`config.mk`:
```
export PLATFORM = sky130hd
export DESIGN_NAME = parallel_master_slave_port
export DESIGN_NICKNAME = d
export VERILOG_FILES = /design/src/logic/pin_sync.v /design/src/logic/slot_buffer.v /design/src/logic/parallel_master_slave_port.v
export VERILOG_INCLUDE_DIRS = /design/src /design/src/logic
export SDC_FILE = /design/constraint.sdc
export NUM_CORES = 1
export LEC_CHECK = 0
export ABC_AREA = 1
export BUFFER_PORTS_ARGS = -buffer_cell sky130_fd_sc_hd__buf_4
export CAP_MARGIN = 20
export CORE_MARGIN = 3
export CORE_UTILIZATION = 50
export CTS_CLUSTER_SIZE = 40
export DETAILED_ROUTE_END_ITERATION = 7
export GPL_TIMING_DRIVEN = 0
export PLACE_DENSITY = 0.7
export SETUP_SLACK_MARGIN = 0.4
export SLEW_MARGIN = 20
export SYNTH_ARGS = -nofsm -noshare
export SYNTH_HDL_FRONTEND = slang
export SYNTH_SLANG_ARGS = --single-unit
```
`constraint.sdc`:
```
create_clock -name pclk -period 5.9 [get_ports pclk]
set_input_delay 1.77 -clock pclk [delete_from_list [all_inputs] [get_ports pclk]]
set_output_delay 1.77 -clock pclk [all_outputs]
set_load 0.02 [all_outputs]
```
`src/logic/pport_defines.vh`:
```
// Register map, field positions and field encodings of the parallel port
`ifndef PPORT_DEFINES_VH
`define PPORT_DEFINES_VH
// APB byte addresses
`define ADDR_CONTROL 12'h000
`define ADDR_MODE 12'h004
`define ADDR_ADDRESS 12'h008
`define ADDR_PIN_ENABLE 12'h00c
`define ADDR_STATUS 12'h010
`define ADDR_PAD_CFG 12'h014
`define ADDR_DATA 12'h018
`define ADDR_OUT_WORD_ONE 12'h01c
`define ADDR_OUT_WORD_TWO 12'h020
`define ADDR_IN_WORD_ONE 12'h024
`define ADDR_IN_WORD_TWO 12'h028
// Mode register fields
`define MODE_IRQ_HI 14
`define MODE_IRQ_LO 13
`define MODE_INC_HI 12
`define MODE_INC_LO 11
`define MODE_WIDE 10
`define MODE_SEL_HI 9
`define MODE_SEL_LO 8
`define MODE_SETUP_HI 7
`define MODE_SETUP_LO 6
`define MODE_STROBE_HI 5
`define MODE_STROBE_LO 2
`define MODE_HOLD_HI 1
`define MODE_HOLD_LO 0
// Field encodings
`define PM_LEGACY 2'h0
`define PM_ENHANCED 2'h1
`define PM_MASTER2 2'h2
`define PM_MASTER1 2'h3
`define IRQ_NONE 2'h0
`define IRQ_END_CYCLE 2'h1
`define IRQ_STALL 2'h2
`define IRQ_BUFFER3 2'h3
`define INC_NONE 2'h0
`define INC_UP 2'h1
`define INC_DOWN 2'h2
`define INC_BUFFER 2'h3
// Address register fields
`define ADDR_CS2 15
`define ADDR_CS1 14
`define ADDR_LOW_HI 13
// Status register fields
`define ST_INPUT_OVERFLOW_FLAG 14
`define ST_OUTPUT_UNDERFLOW_FLAG 6
// Control register enable bit
`define CTL_ENABLE 15
`define SLOT_LAST 2'h3
`define RESET_STATUS_EMPTY 4'hf
`endif

```
`src/logic/pin_sync.v`:
```
// Three-stage input synchroniser with agreement filter
`timescale 1ns/100ps
module pin_sync #(
   parameter WIDTH = 1
) (
   input wire pclk,
   input wire presetn,
   input wire [WIDTH-1:0] din,
   output reg [WIDTH-1:0] dout
);
   reg [WIDTH-1:0] s1;
   reg [WIDTH-1:0] s2;
   reg [WIDTH-1:0] s3;
   integer i;
   // The first stage feeds only the second stage
   always @(posedge pclk or negedge presetn) begin
      if (!presetn) begin
         s1 <= {WIDTH{1'b0}};
         s2 <= {WIDTH{1'b0}};
         s3 <= {WIDTH{1'b0}};
         dout <= {WIDTH{1'b0}};
      end else begin
         s1 <= din;
         s2 <= s1;
         s3 <= s2;
         for (i = 0; i < WIDTH; i = i + 1) begin
            if (s2[i] == s3[i]) begin
               dout[i] <= s3[i];
            end
         end
      end
   end
endmodule // pin_sync

```
`src/logic/slot_buffer.v`:
```
// Four-byte slot memory with registered read data
`timescale 1ns/100ps
module slot_buffer #(
   parameter DEPTH_BITS = 2,
   parameter WIDTH = 8
) (
   input wire pclk,
   input wire presetn,
   input wire we,
   input wire [DEPTH_BITS-1:0] waddr,
   input wire [WIDTH-1:0] wdata,
   input wire [DEPTH_BITS-1:0] raddr,
   output reg [WIDTH-1:0] rdata,
   output wire [(WIDTH<<DEPTH_BITS)-1:0] all_data
);
   reg [WIDTH-1:0] mem [0:(1<<DEPTH_BITS)-1];
   integer i;
   genvar g;
   always @(posedge pclk or negedge presetn) begin
      if (!presetn) begin
         for (i = 0; i < (1<<DEPTH_BITS); i = i + 1) begin
            mem[i] <= {WIDTH{1'b0}};
         end
         rdata <= {WIDTH{1'b0}};
      end else begin
         if (we) begin
            mem[waddr] <= wdata;
         end
         rdata <= mem[raddr];
      end
   end
   generate
      for (g = 0; g < (1<<DEPTH_BITS); g = g + 1) begin : flat
         assign all_data[g*WIDTH +: WIDTH] = mem[g];
      end
   endgenerate
endmodule // slot_buffer

```
`src/logic/parallel_master_slave_port.v`:
```
// Parallel master/slave port with APB register access
`timescale 1ns/100ps
`include "pport_defines.vh"
// Summary of operation
// - Busy flag reads one during master transfers
// - End-of-cycle interrupt or processor stall option
// - Slave interrupt on buffer three access
// - Address increment, decrement, hold or buffer
// - Wide mode makes two byte transfers
// - Mode field picks master or slave
// - Setup wait one to four cycles
// - Strobe wait adds zero to fifteen
// - Zero strobe wait ignores setup, hold
// - Idle cycle between consecutive operations
// - Address register drives chip selects, address
// - Pad enables fifteen, fourteen to port
// - Pad enables thirteen to two address
// - Pad enables one, zero latch strobes
// - Input slot flags clear on read
// - Output empty flag when all empty
// - Sticky output underflow on empty read
// - Output slot flags set after host read
// - Low address bits select slot byte
module parallel_master_slave_port (
   input wire pclk,
   input wire presetn,
   input wire psel,
   input wire penable,
   input wire pwrite,
   input wire [11:0] paddr,
   input wire [31:0] pwdata,
   output reg [31:0] prdata,
   output reg pready,
   output reg pslverr,
   input wire [7:0] port_data_in,
   output reg [7:0] port_data_out,
   output reg port_data_oe,
   output reg [15:0] port_address_lines,
   output reg [15:0] port_address_oe,
   output reg read_strobe,
   output reg write_strobe,
   output reg address_latch_low,
   output reg address_latch_high,
   input wire host_read_n,
   input wire host_write_n,
   input wire host_cs_n,
   input wire [1:0] host_addr,
   output reg port_irq,
   output reg cpu_stall,
   output reg input_threshold_select
);
   // ************************************************
   // States of the master cycle
   // ************************************************
   localparam ST_IDLE = 5'b00001;
   localparam ST_SETUP = 5'b00010;
   localparam ST_STROBE = 5'b00100;
   localparam ST_HOLD = 5'b01000;
   localparam ST_GAP = 5'b10000;

   reg [15:0] port_mode_control;
   reg [15:0] port_address_select;
   reg [15:0] port_pin_enable;
   reg port_enable;
   reg [3:0] in_full;
   reg [3:0] out_empty;
   reg input_overflow_flag;
   reg output_underflow_flag;
   reg [7:0] in_mem [0:3];
   reg [1:0] legacy_slot;
   reg [4:0] state;
   reg [3:0] wait_cnt;
   reg second_byte;
   reg is_read;
   reg [15:0] tx_data;
   reg [15:0] rx_data;
   reg host_rd_q;
   reg host_wr_q;
   wire [2:0] hs;
   wire [1:0] haddr_s;
   wire [7:0] pdin_s;
   wire [31:0] out_flat;
   wire [7:0] out_rdata;

   wire [1:0] irq_mode = port_mode_control[`MODE_IRQ_HI:`MODE_IRQ_LO];
   wire [1:0] inc_mode = port_mode_control[`MODE_INC_HI:`MODE_INC_LO];
   wire [1:0] pmode = port_mode_control[`MODE_SEL_HI:`MODE_SEL_LO];
   wire wide = port_mode_control[`MODE_WIDE];
   wire [3:0] strobe_wait = port_mode_control[`MODE_STROBE_HI:`MODE_STROBE_LO];
   wire [1:0] setup_wait = port_mode_control[`MODE_SETUP_HI:`MODE_SETUP_LO];
   wire [1:0] hold_wait = port_mode_control[`MODE_HOLD_HI:`MODE_HOLD_LO];
   wire is_master = pmode[1];
   wire busy = (state != ST_IDLE);
   wire zero_wait = (strobe_wait == 4'h0);

   wire apb_access = psel && penable && pready;
   wire apb_wr = apb_access && pwrite;
   wire apb_rd = apb_access && !pwrite;

   // ************************************************
   // Host pins
   // ************************************************
   pin_sync #(.WIDTH(13)) host_pins (
      .pclk(pclk),
      .presetn(presetn),
      .din({host_read_n, host_write_n, host_cs_n, host_addr, port_data_in}),
      .dout({hs, haddr_s, pdin_s})
   );
   wire host_rd_act = !hs[2] && !hs[0];
   wire host_wr_act = !hs[1] && !hs[0];
   wire host_rd_evt = host_rd_act && !host_rd_q;
   wire host_wr_evt = host_wr_act && !host_wr_q;
   wire slave_on = port_enable && !is_master;
   // Legacy mode walks the slots itself, enhanced takes the host address
   wire [1:0] host_slot = (pmode == `PM_ENHANCED) ? haddr_s : legacy_slot;
   wire do_host_rd = slave_on && host_rd_evt;
   wire do_host_wr = slave_on && host_wr_evt;

   // ************************************************
   // Output slots, read out by the host
   // ************************************************
   wire out_we = apb_wr && ((paddr == `ADDR_OUT_WORD_ONE) || (paddr == `ADDR_OUT_WORD_TWO));
   wire out_hi_word = (paddr == `ADDR_OUT_WORD_TWO);
   reg out_we_lo_done;
   reg out_hi_word_q;
   reg [7:0] out_hi_byte;
   slot_buffer #(.DEPTH_BITS(2), .WIDTH(8)) out_buf (
      .pclk(pclk),
      .presetn(presetn),
      .we(out_we || out_we_lo_done),
      .waddr(out_we_lo_done ? {out_hi_word_q, 1'b1} : {out_hi_word, 1'b0}),
      .wdata(out_we_lo_done ? out_hi_byte : pwdata[7:0]),
      .raddr(host_slot),
      .rdata(out_rdata),
      .all_data(out_flat)
   );

   // ************************************************
   // APB side and master cycle
   // ************************************************
   always @(posedge pclk or negedge presetn) begin
      if (!presetn) begin
         port_mode_control <= 16'h0000;
         port_address_select <= 16'h0000;
         port_pin_enable <= 16'h0000;
         port_enable <= 1'b0;
         input_threshold_select <= 1'b0;
         in_full <= 4'h0;
         out_empty <= `RESET_STATUS_EMPTY;
         input_overflow_flag <= 1'b0;
         output_underflow_flag <= 1'b0;
         in_mem[0] <= 8'h00;
         in_mem[1] <= 8'h00;
         in_mem[2] <= 8'h00;
         in_mem[3] <= 8'h00;
         legacy_slot <= 2'h0;
         state <= ST_IDLE;
         wait_cnt <= 4'h0;
         second_byte <= 1'b0;
         is_read <= 1'b0;
         tx_data <= 16'h0000;
         rx_data <= 16'h0000;
         host_rd_q <= 1'b1;
         host_wr_q <= 1'b1;
         out_we_lo_done <= 1'b0;
         out_hi_word_q <= 1'b0;
         out_hi_byte <= 8'h00;
         prdata <= 32'h00000000;
         pready <= 1'b0;
         pslverr <= 1'b0;
         port_irq <= 1'b0;
         cpu_stall <= 1'b0;
         port_data_out <= 8'h00;
         port_data_oe <= 1'b0;
         port_address_lines <= 16'h0000;
         port_address_oe <= 16'h0000;
         read_strobe <= 1'b0;
         write_strobe <= 1'b0;
         address_latch_low <= 1'b0;
         address_latch_high <= 1'b0;
      end else begin
         port_irq <= 1'b0;
         host_rd_q <= host_rd_act;
         host_wr_q <= host_wr_act;
         // Second byte of a word written to an output slot pair
         out_we_lo_done <= out_we;
         if (out_we) begin
            out_hi_word_q <= out_hi_word;
            out_hi_byte <= pwdata[15:8];
         end
         // Ready registered in the setup phase keeps decode registered with no wait cycle
         pslverr <= 1'b0;
         // A data access while the master is busy waits until it is free
         pready <= psel && !penable && !((paddr == `ADDR_DATA) && busy);
         if (psel && penable && !pready && !busy) begin
            pready <= 1'b1;
         end
         cpu_stall <= (irq_mode == `IRQ_STALL) && busy;
         if (apb_wr) begin
            case (paddr)
               `ADDR_CONTROL: begin
                  port_enable <= pwdata[`CTL_ENABLE];
               end
               `ADDR_MODE: begin
                  port_mode_control[14:0] <= pwdata[14:0];
               end
               `ADDR_ADDRESS: begin
                  port_address_select <= pwdata[15:0];
               end
               `ADDR_PIN_ENABLE: begin
                  port_pin_enable <= pwdata[15:0];
               end
               `ADDR_STATUS: begin
                  // Software may only clear the sticky flags
                  if (!pwdata[`ST_INPUT_OVERFLOW_FLAG]) input_overflow_flag <= 1'b0;
                  if (!pwdata[`ST_OUTPUT_UNDERFLOW_FLAG]) output_underflow_flag <= 1'b0;
               end
               `ADDR_PAD_CFG: begin
                  input_threshold_select <= pwdata[0];
               end
               `ADDR_OUT_WORD_ONE: begin
                  out_empty[1:0] <= 2'h0;
               end
               `ADDR_OUT_WORD_TWO: begin
                  out_empty[3:2] <= 2'h0;
               end
               default: ;
            endcase
         end
         if (apb_rd) begin
            case (paddr)
               `ADDR_IN_WORD_ONE: in_full[1:0] <= 2'h0;
               `ADDR_IN_WORD_TWO: in_full[3:2] <= 2'h0;
               default: ;
            endcase
         end
         // Start a master transfer on a data register access
         if (apb_access && (paddr == `ADDR_DATA) && is_master && port_enable && !busy) begin
            is_read <= !pwrite;
            tx_data <= pwdata[15:0];
            second_byte <= 1'b0;
            state <= ST_SETUP;
            wait_cnt <= zero_wait ? 4'h0 : {2'h0, setup_wait};
            port_address_lines <= {port_address_select[`ADDR_CS2],
               port_address_select[`ADDR_CS1],
               port_address_select[`ADDR_LOW_HI:0]};
            port_data_out <= pwdata[7:0];
            port_data_oe <= pwrite;
            address_latch_low <= port_pin_enable[0];
            address_latch_high <= port_pin_enable[1];
         end
         // Gate pads by their enable bits
         port_address_oe <= is_master && port_enable ? port_pin_enable : 16'h0000;
         case (state)
            ST_IDLE: ;
            ST_SETUP: begin
               if (wait_cnt == 4'h0) begin
                  address_latch_low <= 1'b0;
                  address_latch_high <= 1'b0;
                  state <= ST_STROBE;
                  wait_cnt <= strobe_wait;
                  read_strobe <= is_read;
                  write_strobe <= (pmode == `PM_MASTER1) ? 1'b1 : !is_read;
               end else begin
                  wait_cnt <= wait_cnt - 4'h1;
               end
            end
            ST_STROBE: begin
               if (wait_cnt == 4'h0) begin
                  read_strobe <= 1'b0;
                  write_strobe <= 1'b0;
                  if (is_read) begin
                     if (second_byte) rx_data[15:8] <= pdin_s;
                     else rx_data[7:0] <= pdin_s;
                  end
                  state <= ST_HOLD;
                  wait_cnt <= zero_wait ? 4'h0 : {2'h0, hold_wait};
               end else begin
                  wait_cnt <= wait_cnt - 4'h1;
               end
            end
            ST_HOLD: begin
               if (wait_cnt == 4'h0) begin
                  port_data_oe <= 1'b0;
                  state <= ST_GAP;
               end else begin
                  wait_cnt <= wait_cnt - 4'h1;
               end
            end
            ST_GAP: begin
               case (inc_mode)
                  `INC_UP: port_address_select[`ADDR_LOW_HI:0] <=
                     port_address_select[`ADDR_LOW_HI:0] + 14'h0001;
                  `INC_DOWN: port_address_select[`ADDR_LOW_HI:0] <=
                     port_address_select[`ADDR_LOW_HI:0] - 14'h0001;
                  default: ;
               endcase
               if (wide && !second_byte) begin
                  second_byte <= 1'b1;
                  address_latch_low <= port_pin_enable[0];
                  address_latch_high <= port_pin_enable[1];
                  port_data_out <= tx_data[15:8];
                  port_data_oe <= !is_read;
                  wait_cnt <= zero_wait ? 4'h0 : {2'h0, setup_wait};
                  state <= ST_SETUP;
               end else begin
                  state <= ST_IDLE;
                  if (irq_mode == `IRQ_END_CYCLE) port_irq <= 1'b1;
               end
            end
            default: state <= ST_IDLE;
         endcase
         // Slave side: hardware sets win over software clears
         if (do_host_wr) begin
            if (in_full[host_slot]) input_overflow_flag <= 1'b1;
            else begin
               in_mem[host_slot] <= pdin_s;
               in_full[host_slot] <= 1'b1;
            end
         end
         if (do_host_rd) begin
            if (out_empty[host_slot]) output_underflow_flag <= 1'b1;
            out_empty[host_slot] <= 1'b1;
            port_data_out <= out_rdata;
            port_data_oe <= 1'b1;
         end
         if (slave_on && !host_rd_act && !do_host_rd) port_data_oe <= 1'b0;
         if ((do_host_rd || do_host_wr) && (irq_mode == `IRQ_BUFFER3)
            && (host_slot == `SLOT_LAST)) begin
            port_irq <= 1'b1;
         end
         if ((do_host_rd || do_host_wr) && (pmode == `PM_LEGACY)
            && (inc_mode == `INC_BUFFER)) begin
            legacy_slot <= legacy_slot + 2'h1;
         end
         if (psel && !penable && !pwrite) begin
            case (paddr)
               `ADDR_MODE: prdata <= {16'h0000, busy, port_mode_control[14:0]};
               `ADDR_ADDRESS: prdata <= {16'h0000, port_address_select};
               `ADDR_PIN_ENABLE: prdata <= {16'h0000, port_pin_enable};
               `ADDR_CONTROL: prdata <= {16'h0000, port_enable, 15'h0000};
               `ADDR_PAD_CFG: prdata <= {31'h00000000, input_threshold_select};
               `ADDR_STATUS: prdata <= {16'h0000, &in_full, input_overflow_flag, 2'h0,
                  in_full, &out_empty, output_underflow_flag, 2'h0,
                  out_empty};
               `ADDR_DATA: prdata <= {16'h0000, rx_data};
               `ADDR_IN_WORD_ONE: prdata <= {16'h0000, in_mem[1], in_mem[0]};
               `ADDR_IN_WORD_TWO: prdata <= {16'h0000, in_mem[3], in_mem[2]};
               `ADDR_OUT_WORD_ONE: prdata <= {16'h0000, out_flat[15:0]};
               `ADDR_OUT_WORD_TWO: prdata <= {16'h0000, out_flat[31:16]};
               default: prdata <= 32'h00000000;
            endcase
         end
         if (psel && !penable) begin
            case (paddr)
               `ADDR_CONTROL, `ADDR_MODE, `ADDR_ADDRESS, `ADDR_PIN_ENABLE,
               `ADDR_STATUS, `ADDR_PAD_CFG, `ADDR_DATA, `ADDR_OUT_WORD_ONE,
               `ADDR_OUT_WORD_TWO, `ADDR_IN_WORD_ONE, `ADDR_IN_WORD_TWO: pslverr <= 1'b0;
               default: pslverr <= 1'b1;
            endcase
         end
      end
   end
endmodule // parallel_master_slave_port

```
; Word-level counts from Yosys, hierarchy flattened
; Index checks and enable logic that the tools add are counted.
[word_totals]
ff_bits = 321
inputBits = 62
output_inout_bits = 82
elab_cells = 277
[op_classes]
add_sub_neg = 4
order_cmp = 6
eq_ne = 40
mux = 91
n_bitwise = 6
n_reduce_logical = 69
[op_table]
columns = cell, n
row1 = $pmux W16 S11, 1
row2 = $mux W8, 9
row3 = $bwmux W32, 2
row4 = $eq A12 B5 Y1 const B, 4
row5 = $mux W14, 3
row6 = $mux W4, 10
row7 = $mux W1, 38
row8 = $eq A12 B6 Y1 const B, 3
row9 = $logic_and A1 B1 Y1, 34
row10 = $demux W8 S2, 2
row11 = $pmux W14 S2, 1
row12 = $pmux W5 S5, 1
row13 = $eq A12 B4 Y1 const B, 2
row14 = $mux W5, 4
row15 = $mux W2, 9
row16 = $bmux W8 S2, 1
row17 = $mux W16, 1
row18 = $pmux W4 S4, 1
row19 = $reduce_and A4 Y1, 4
row20 = $logic_not A1 Y1, 15
row21 = $add A14 B1 Y14 const B, 1
row22 = $sub A14 B1 Y14 const B, 1
row23 = $eq A1 B1 Y1, 13
row24 = $eq A12 B3 Y1 const B, 1
row25 = 29 further kinds, 55

; Logic depth before layout (Yosys ltp)
; Gate-level depths: netlist (run 1).
[depth]
word_depth = 11
mapped_depth = 13
mapped_depth_nobuf = 13

; Modules after synthesis
; Synthesis (run 1) repeated with hierarchy kept, for this count alone.
[unflattened]
cells_unflattened = 1835
area_unflattened_um2 = 14754.2
[by_module_without_submodules]
columns = module, instances, cells_per_inst, area_each_um2, seq_area_each_um2
row1 = parallel_master_slave_port, 1, 1488, 11255.8, 5138.7
row2 = slot_buffer, 1, 243, 1985.7, 1001.0
row3 = pin_sync, 1, 104, 1512.7, 1301.2

; Worst setup path before layout (run 1)
; Ideal clock, no wire load.
[synth_timing]
kind = input to register
startpoint = input port paddr[7]
endpoint = register out_hi_byte[6]
setup_time_ps = 122
arrival_time_ps = 2780
t_required_ps = 5778
setup_slack_ps = 2998
cell_stages = 8
path_buffers = 1
path_cell_list = nor2_2 -> nand2_1 -> nor2_4 -> o21a_1 -> nand2_1 -> buf_2 -> nand2_1 -> o21ai_1
[synth_via]
elab_chain_cells = 3
word_cells_on_any_way = 4
classes_between = eq/ne: 2 / reduce/logical: 2
[synth_lines]
columns = item, line_no
row1 = "start, declared", parallel_master_slave_port.v:30  ; input wire [11:0] paddr,
row2 = $eq A12 B5 Y1 or $eq A12 B6 Y1 (tied branches), n/a
row3 = $logic_or A1 B1 Y1 (*), parallel_master_slave_port.v:122  ; wire out_we = apb_wr && ((paddr == `ADDR_OUT_WORD_ONE) || (paddr == `ADDR_OUT_WORD_TWO));
row4 = $logic_and A1 B1 Y1 (*), parallel_master_slave_port.v:122
row5 = "end signal, assigned", parallel_master_slave_port.v:189  ; out_hi_byte <= pwdata[15:8];
row6 = "end, declared", parallel_master_slave_port.v:126  ; reg [7:0] out_hi_byte;
; Every way passes the cells marked *; elsewhere a longest branch is shown, timed or not.
; A chain may end at the register's enable or synchronous reset.

; Worst setup path after layout (run 1)
[layout_timing]
startpoint = input port paddr[1]
endpoint = register port_data_out[6]
[layout_via]
elab_chain_cells = 9
[layout_lines]
columns = item, line_no
row1 = $eq A12 B5 Y1 (*), n/a
row2 = $logic_and A1 B1 Y1 (*) (4 in a row), parallel_master_slave_port.v:238  ; if (apb_access && (paddr == `ADDR_DATA) && is_master && port_enable && !busy) begin
row3 = $mux W8 (*), parallel_master_slave_port.v:238
row4 = $mux W8, parallel_master_slave_port.v:298  ; if (wide && !second_byte) begin
row5 = $mux W8 (*), parallel_master_slave_port.v:254  ; case (state)
row6 = $mux W8 (*), parallel_master_slave_port.v:321  ; if (do_host_rd) begin
row7 = "end signal, assigned", parallel_master_slave_port.v:247  ; port_data_out <= pwdata[7:0];
row8 = "end signal, assigned", parallel_master_slave_port.v:302  ; port_data_out <= tx_data[15:8];
row9 = "end signal, assigned", parallel_master_slave_port.v:324  ; port_data_out <= out_rdata;
row10 = "end, declared", parallel_master_slave_port.v:36  ; output reg [7:0] port_data_out,
; Marks and branches as above.

==> flow_summary_export.csv, run 1 <==
group,metric,value,unit
clocking,cts_buffers,31,
synthesis,synthArstFlopShare,100.0,%
clocking,cts_root_buf,"clkbuf_16",
floorplanning,core-area,0.02733,mm2
synthesis,synth_simple_gate_area_share,27.07,%
synthesis,synth_top_area_cell,"dfrtp_1",
power,leakagePower,8.226,nW
placement,place_hpwl,32140,um
clocking,ctsResizeCount,0,
synthesis,ys_ff_latch,297,
synthesis,ys_seq_area_share,52.81,%
sta,rsz0062_at_grt,"false",
cells_and_area,drive_gt1_share,15.77,%
grt,antenna_found_initial,1,
worst_setup_path,crit_path_max_incr_delay,350,ps
placement,port_buffers,111,
sta,finalCritPeriodShare,51.77,%
synthesis,netlist_top_cells_count,"nand2_1, dfrtp_1, nand3_1",
clocking,cts_tree,"yes",
run_status,status,"completed",
sta,maxSlewHeadroom,53.32,%
worst_setup_path,cp_slowest_cell,"nand4_2",
cells_and_area,multi_input_area,0.005653,mm2
power,ir_worst_vdd,0.2647,mV
worst_setup_path,cp.required,6350,ps
worst_setup_path,start_kind,"primary input",
worst_setup_path,path_max_fanout,10,
synthesis,yosysTopAreaCellShare,51.51,%
synthesis,syn_avg_cell_area,8.357,um2
floorplanning,start_util,51.56,%
power,pwr_density_cell,259.6,mW/mm2
synthesis,synth.most_common_cell,"nand2_1",
clocking,path_clk_slew,60,ps
synthesis,synthDistinctLibCells,46,
drt,viasPerCell,5.461,
clocking,clockBufferDepth,3,
sta,slew_violations,0,
synthesis,ys.flop_type,"dfrtp_1",
clocking,postCtsHoldBufs,0,
sta,setup_tns,0,ps
drt,drc_errors,0,
hold_path,hold_class,"reg2reg",
sta,post-route-min-period,3054,ps
drt,routedWlPerCell,19.21,um
worst_setup_path,path_cells,"buf_4 -> nor2_4 -> nand2_1 -> inv_1 -> nand4_2 -> buf_2 -> nand2_1 -> nand3_1 -> nand3_1 -> nand2_1",
cells_and_area,synthToLayoutAreaGrowth,17.84,%
cells_and_area,diodes,0,
run,cap_violations,0,
sta,setup_viol,0,
synthesis,synthMuxAreaShare,0,%
drt,wl,43090,um
synthesis,synth_fa_ha_area_share,2.398,%
drt,drt_pre_antenna_iters,5,
cells_and_area,nets,1926,
synthesis,synth-xor-area-share,0.3730,%
synthesis,synth_top_family_by_area,"simple AND/OR/NAND/NOR gates",
sta,tightest_slew,700.3,ps
sta,max_freq,327.4,MHz
worst_setup_path,arrival,3500,ps
drt,vias,12250,
worst_setup_path,crit_top_cell,"nand2_1",
worst_setup_path,end_kind,"register",
placement,gp_congestion,1.026,
cells_and_area,regArea,0.007441,mm2
sta,timing.hold.ws,341.9,ps
synthesis,syn_inst,1686,
clocking,clock-sinks,297,
grt,grt_overflow_total,0,
floorplanning,io_pins,144,
synthesis,synth-compound-area-share,9.857,%
clocking,htreeDepth,1,
floorplanning,dieHeight,173.9,um
synthesis,synth.area.top_cells,"dfrtp_1, nand2_1, nand3_1, o21ai_0, inv_1",
worst_setup_path,criticalPathCategory,"in2reg",
drt,drt_iter0_markers,1286,
grt,grt_pass1_wl,66070,um
floorplanning,dieArea,0.03023,mm2
sta,hold_viol_final,0,
clocking,clock_latency,570,ps
clocking,post-cts-setup-buffers,0,
grt,track_usage,28.03,%
floorplanning,die_w,173.9,um
synthesis,yosys_warnings,0,
synthesis,synthesis.area,0.01409,mm2
synthesis,synth_enable_flop_cells,0,
drt,drtAntennaViolNets,0,
grt,grt_max_degree,89,
floorplanning,row_count,60,
sta,skew,14.59,ps
grt,grt_pass1_vias,11330,
cells_and_area,fill_cells,2499,
==> flip-flops by register name (all words and copies together) (netlist names), 8 cells and up <==
register / count
port_pin_enable: 16
host_pins.s2: 13
out_buf.all_data: 32
in_mem: 32
host_pins.s3: 13
prdata: 16
tx_data: 8
host_pins.dout: 13
port_data_out: 8
host_pins.s1: 13
out_hi_byte: 8
port_address_lines: 16
port_address_select: 16
rx_data: 16
port_address_oe: 16
out_buf.rdata: 8
==> cells by family after synthesis <==
group | Yosys count
other | 1
buffers and inverters | 241
AND/OR/NAND/NOR | 866
adder cells (fa/ha/maj) | 29
AO/OA/AOI/OAI | 246
XOR/XNOR | 6
flip-flops | 297
==> per-layer routing <==
layer | vias up | wire length, um | global-route usage (%)
li1 | 5764 | - | -
met1 | 5828 | 19190 | 42.04
met2 | 554 | 18440 | 41.05
met3 | 102 | 3694 | 4.840
met4 | 0 | 1766 | 10.12
met5 | - | 0 | 0
==> path summary, 6_finish.rpt <==
kind,start,endpoint,slack (ps),depth (start not counted)
min in group asynchronous,presetn,port_address_oe[13]$_DFF_PN0_,1140,1
max in group asynchronous,presetn,host_pins.s2[5]$_DFF_PN0_,3200,4
setup reg to reg,inc_mode[0]$_DFFE_PN0P_,port_address_select[12]$_DFF_PN0_,3330,12
setup / recovery,paddr[1],port_data_out[6]$_DFF_PN0_,2850,10
hold / removal,host_pins.s1[10]$_DFF_PN0_,host_pins.s2[10]$_DFF_PN0_,340,0
hold reg to reg,host_pins.s1[10]$_DFF_PN0_,host_pins.s2[10]$_DFF_PN0_,340,0
==> worst max-delay path, delay by kind of cell <==
family | cells | cell delay (ps)
AND/OR/NAND/NOR | 7 | 1080
buffers and inverters | 3 | 650
==> per-stage QoR <==
step	cells	setup WS, ps	power [mW]	util, %	cell area [um2]
after floorplan	1701	2998	2.172	-	14150
after global placement	2184	461.6	2.279	56.52	15440
after detailed placement	2187	2299	2.289	56.85	15530
after CTS	2243	2883	4.334	60.76	16600
after global routing	2243	2726	4.435	60.76	16600
final	2243	2846	4.310	60.76	16600
==> report_power, final <==
part | switching, mW | total (mW) | leakage [nW] | internal (mW)
sequential | 0.0183 | 2.08 | 3.79 | 2.06
clock | 0.836 | 2.06 | 0.517 | 1.22
combinational | 0.123 | 0.171 | 3.91 | 0.0480
total | 0.977 | 4.31 | 8.23 | 3.33
==> final cells by class <==
type	count	share of cell area, %
Clock inverter	17	1.402
Buffer	74	2.562
Tap cell	372	2.803
Inverter	167	3.775
Multi-Input combinational cell	1163	34.05
Timing Repair Buffer	114	5.561
Sequential cell	297	44.82
Clock buffer	39	5.034
==> cell usage in the layout (no fill, tap or decap), drive strengths merged, types with 2 or more instances in the layout <==
cell type	synthesis	final
xnor2	3	3
dfstp	7	7
o2111ai	5	5
o21a	4	4
clkinvlp	0	3
nand3	177	177
clkinv	1	8
buf	51	165
nand4	34	34
o22ai	6	6
xor2	3	3
bufinv	0	5
o31ai	2	2
a21oi	38	38
maj3	13	13
o21bai	2	2
nor2	151	151
nand2	493	493
ha	15	15
dfrtp	290	290
o211ai	4	4
clkbuf	23	62
conb	1	16
or2	5	5
a211oi	4	4
nor3	6	6
o21ai	179	179
inv	166	168
(Power assumes the default switching activity.)
==> inputs of run 2 (changes only) <==
==> constraint.sdc (replaced) <==
create_clock -name pclk -period 3.04 [get_ports pclk]
set_input_delay 0.912 -clock pclk [delete_from_list [all_inputs] [get_ports pclk]]
set_output_delay 0.912 -clock pclk [all_outputs]
set_load 0.02 [all_outputs]
==> run 2 against run 1 <==
Against the previous run: sequential cell count is the same; critical path depth decreased by 1; global-route usage unchanged; combinational power is 93% higher; clock power up 94%; utilization about the same; design area about the same; critical path type is now reg2reg; critical endpoint is now port_address_select[8]$_DFF_PN0_; highest routed layer unchanged.
==> flow_summary_export.csv, run 2 (same netlist as run 1, synthesis figures left out) <==
group,metric,value,unit
drt,wl,42990,um
cells_and_area,layout_commonest_cell,"nand2_1",
clocking,clock_latency,570,ps
worst_setup_path,cp_slowest_cell,"ha_2",
clocking,cts_tree,"yes",
clocking,cts_buffers,31,
sta,finalCritPeriodShare,77.13,%
drt,routedWlPerCell,19.17,um
grt,track_usage,28.03,%
power,report.power.total,8.357,mW
floorplanning,row_count,60,
cells_and_area,most-common-layout-cells,"nand2_1, dfrtp_1, nand3_1",
worst_setup_path,start_kind,"register",
clocking,htreeDepth,1,
sta,maxSlewHeadroom,58.29,%
sta,slew_violations,0,
worst_setup_path,crit_top_cell,"a21oi_1",
sta,skew,11.33,ps
cells_and_area,diodes,0,
sta,tightest_slew,625.0,ps
worst_setup_path,path_max_fanout,14,
floorplanning,dieHeight,173.9,um
worst_setup_path,cp_top_family,"adder cells",
placement,dp.cells,2187,
floorplanning,io_pins,144,
run,cap_violations,0,
drt,drt_pre_antenna_iters,6,
floorplanning,core-area,0.02733,mm2
worst_setup_path,criticalPathCategory,"reg2reg",
hold_path,hold_class,"in2async",
grt,grt_max_degree,89,
worst_setup_path,crit_path_max_incr_delay,420,ps
drt,vias,12230,
placement,gp_congestion,1.026,
power,leakagePower,8.225,nW
floorplanning,die_w,173.9,um
placement,port_buffers,111,
clocking,clock-sinks,297,
clocking,post-cts-setup-buffers,0,
placement,place_hpwl,32140,um
sta,max_freq,426.5,MHz
power,ir_worst_vdd,0.5149,mV
floorplanning,dieArea,0.03023,mm2
sta,post-route-min-period,2345,ps
worst_setup_path,end_kind,"register",
clocking,postCtsHoldBufs,0,
worst_setup_path,cp.required,3490,ps
worst_setup_path,r2r_slack,700,ps
run_status,status,"completed",
cells_and_area,fin_util,60.77,%
grt,grt_overflow_total,0,
worst_setup_path,arrival,2790,ps
clocking,clockBufferDepth,3,
cells_and_area,fill_cells,2500,
power,pwr_density_cell,503.3,mW/mm2
cells_and_area,multi_input_area,0.005655,mm2
cells_and_area,drive_gt1_share,15.82,%
sta,rsz0062_at_grt,"false",
clocking,ctsResizeCount,0,
drt,drtAntennaViolNets,0,
drt,drt_iter0_markers,1296,
sta,hold_viol_final,0,
cells_and_area,regArea,0.007441,mm2
cells_and_area,final_cells,2243,
clocking,cts_root_buf,"clkbuf_16",
drt,drc_errors,0,
worst_setup_path,path_cells,"inv_1 -> ha_2 -> ha_1 -> a21oi_1 -> nand2_1 -> a21oi_1 -> o21ai_0 -> a21oi_1 -> nor2_1",
cells_and_area,nets,1926,
floorplanning,start_util,51.56,%
grt,antenna_found_initial,0,
drt,viasPerCell,5.454,
cells_and_area,synthToLayoutAreaGrowth,17.86,%
grt,grt_pass1_vias,11330,
worst_setup_path,path_buf_inv,1,
grt,grt_pass1_wl,66070,um
sta,setup_viol,0,
clocking,path_clk_slew,60,ps
run 2: final timing paths:
check | cells after the start | from | end
worst max-delay path | 9 | inc_mode[0]$_DFFE_PN0P_ | port_address_select[8]$_DFF_PN0_
worst min-delay path | 1 | presetn | port_address_oe[13]$_DFF_PN0_
worst max register to register | 9 | inc_mode[0]$_DFFE_PN0P_ | port_address_select[8]$_DFF_PN0_
worst min register to register | 0 | host_pins.s1[10]$_DFF_PN0_ | host_pins.s2[10]$_DFF_PN0_
max in group asynchronous | 4 | presetn | host_pins.s2[5]$_DFF_PN0_
min in group pclk | 0 | host_pins.s1[10]$_DFF_PN0_ | host_pins.s2[10]$_DFF_PN0_
run 2: cell type report:
cell class	count	share of cell area, %
tap	372	2.803
inverter	167	3.775
sequential	297	44.81
multi-input combinational	1163	34.06
buffer	74	2.562
clock buffer	39	5.033
timing repair buffer	114	5.561
clock inverter	17	1.401
run 2: per-layer routing:
metal | track usage (%) | up-vias | share of wire (%)
li1 | - | 5770 | -
met1 | 42.04 | 5797 | 44
met2 | 41.05 | 566 | 43
met3 | 4.840 | 100 | 8.8
met4 | 10.12 | 0 | 4.2
met5 | 0 | - | 0
run 2: worst reg2reg max path, stage by stage (launching register included):
cell and delay [ps]:
dfrtp_1 400, inv_1 90, ha_2 430, ha_1 380, a21oi_1 210, nand2_1 160
a21oi_1 210, o21ai_0 100, a21oi_1 190, nor2_1 70
run 2: per-stage QoR:
| step | worst slack [ps] | TNS (ps) | cell area, um2 | hold WS (ps) |
|---|---|---|---|---|
| after floorplan | 979.2 | 0 | 14150 | 331.2 |
| after global placement | -1540 | -436890 | 15440 | 331.5 |
| after detailed placement | 296.6 | 0 | 15530 | 334.7 |
| after CTS | 541.1 | 0 | 16600 | 296.2 |
| after global routing | 492.4 | 0 | 16610 | 316.7 |
| final | 695.3 | 0 | 16610 | 282.1 |
run 2: where the power goes:
group | internal [mW] | switching (mW)
Clock | 2.37 | 1.61
Sequential | 4.00 | 0.0356
Combinational | 0.0932 | 0.237
Total | 6.47 | 1.89
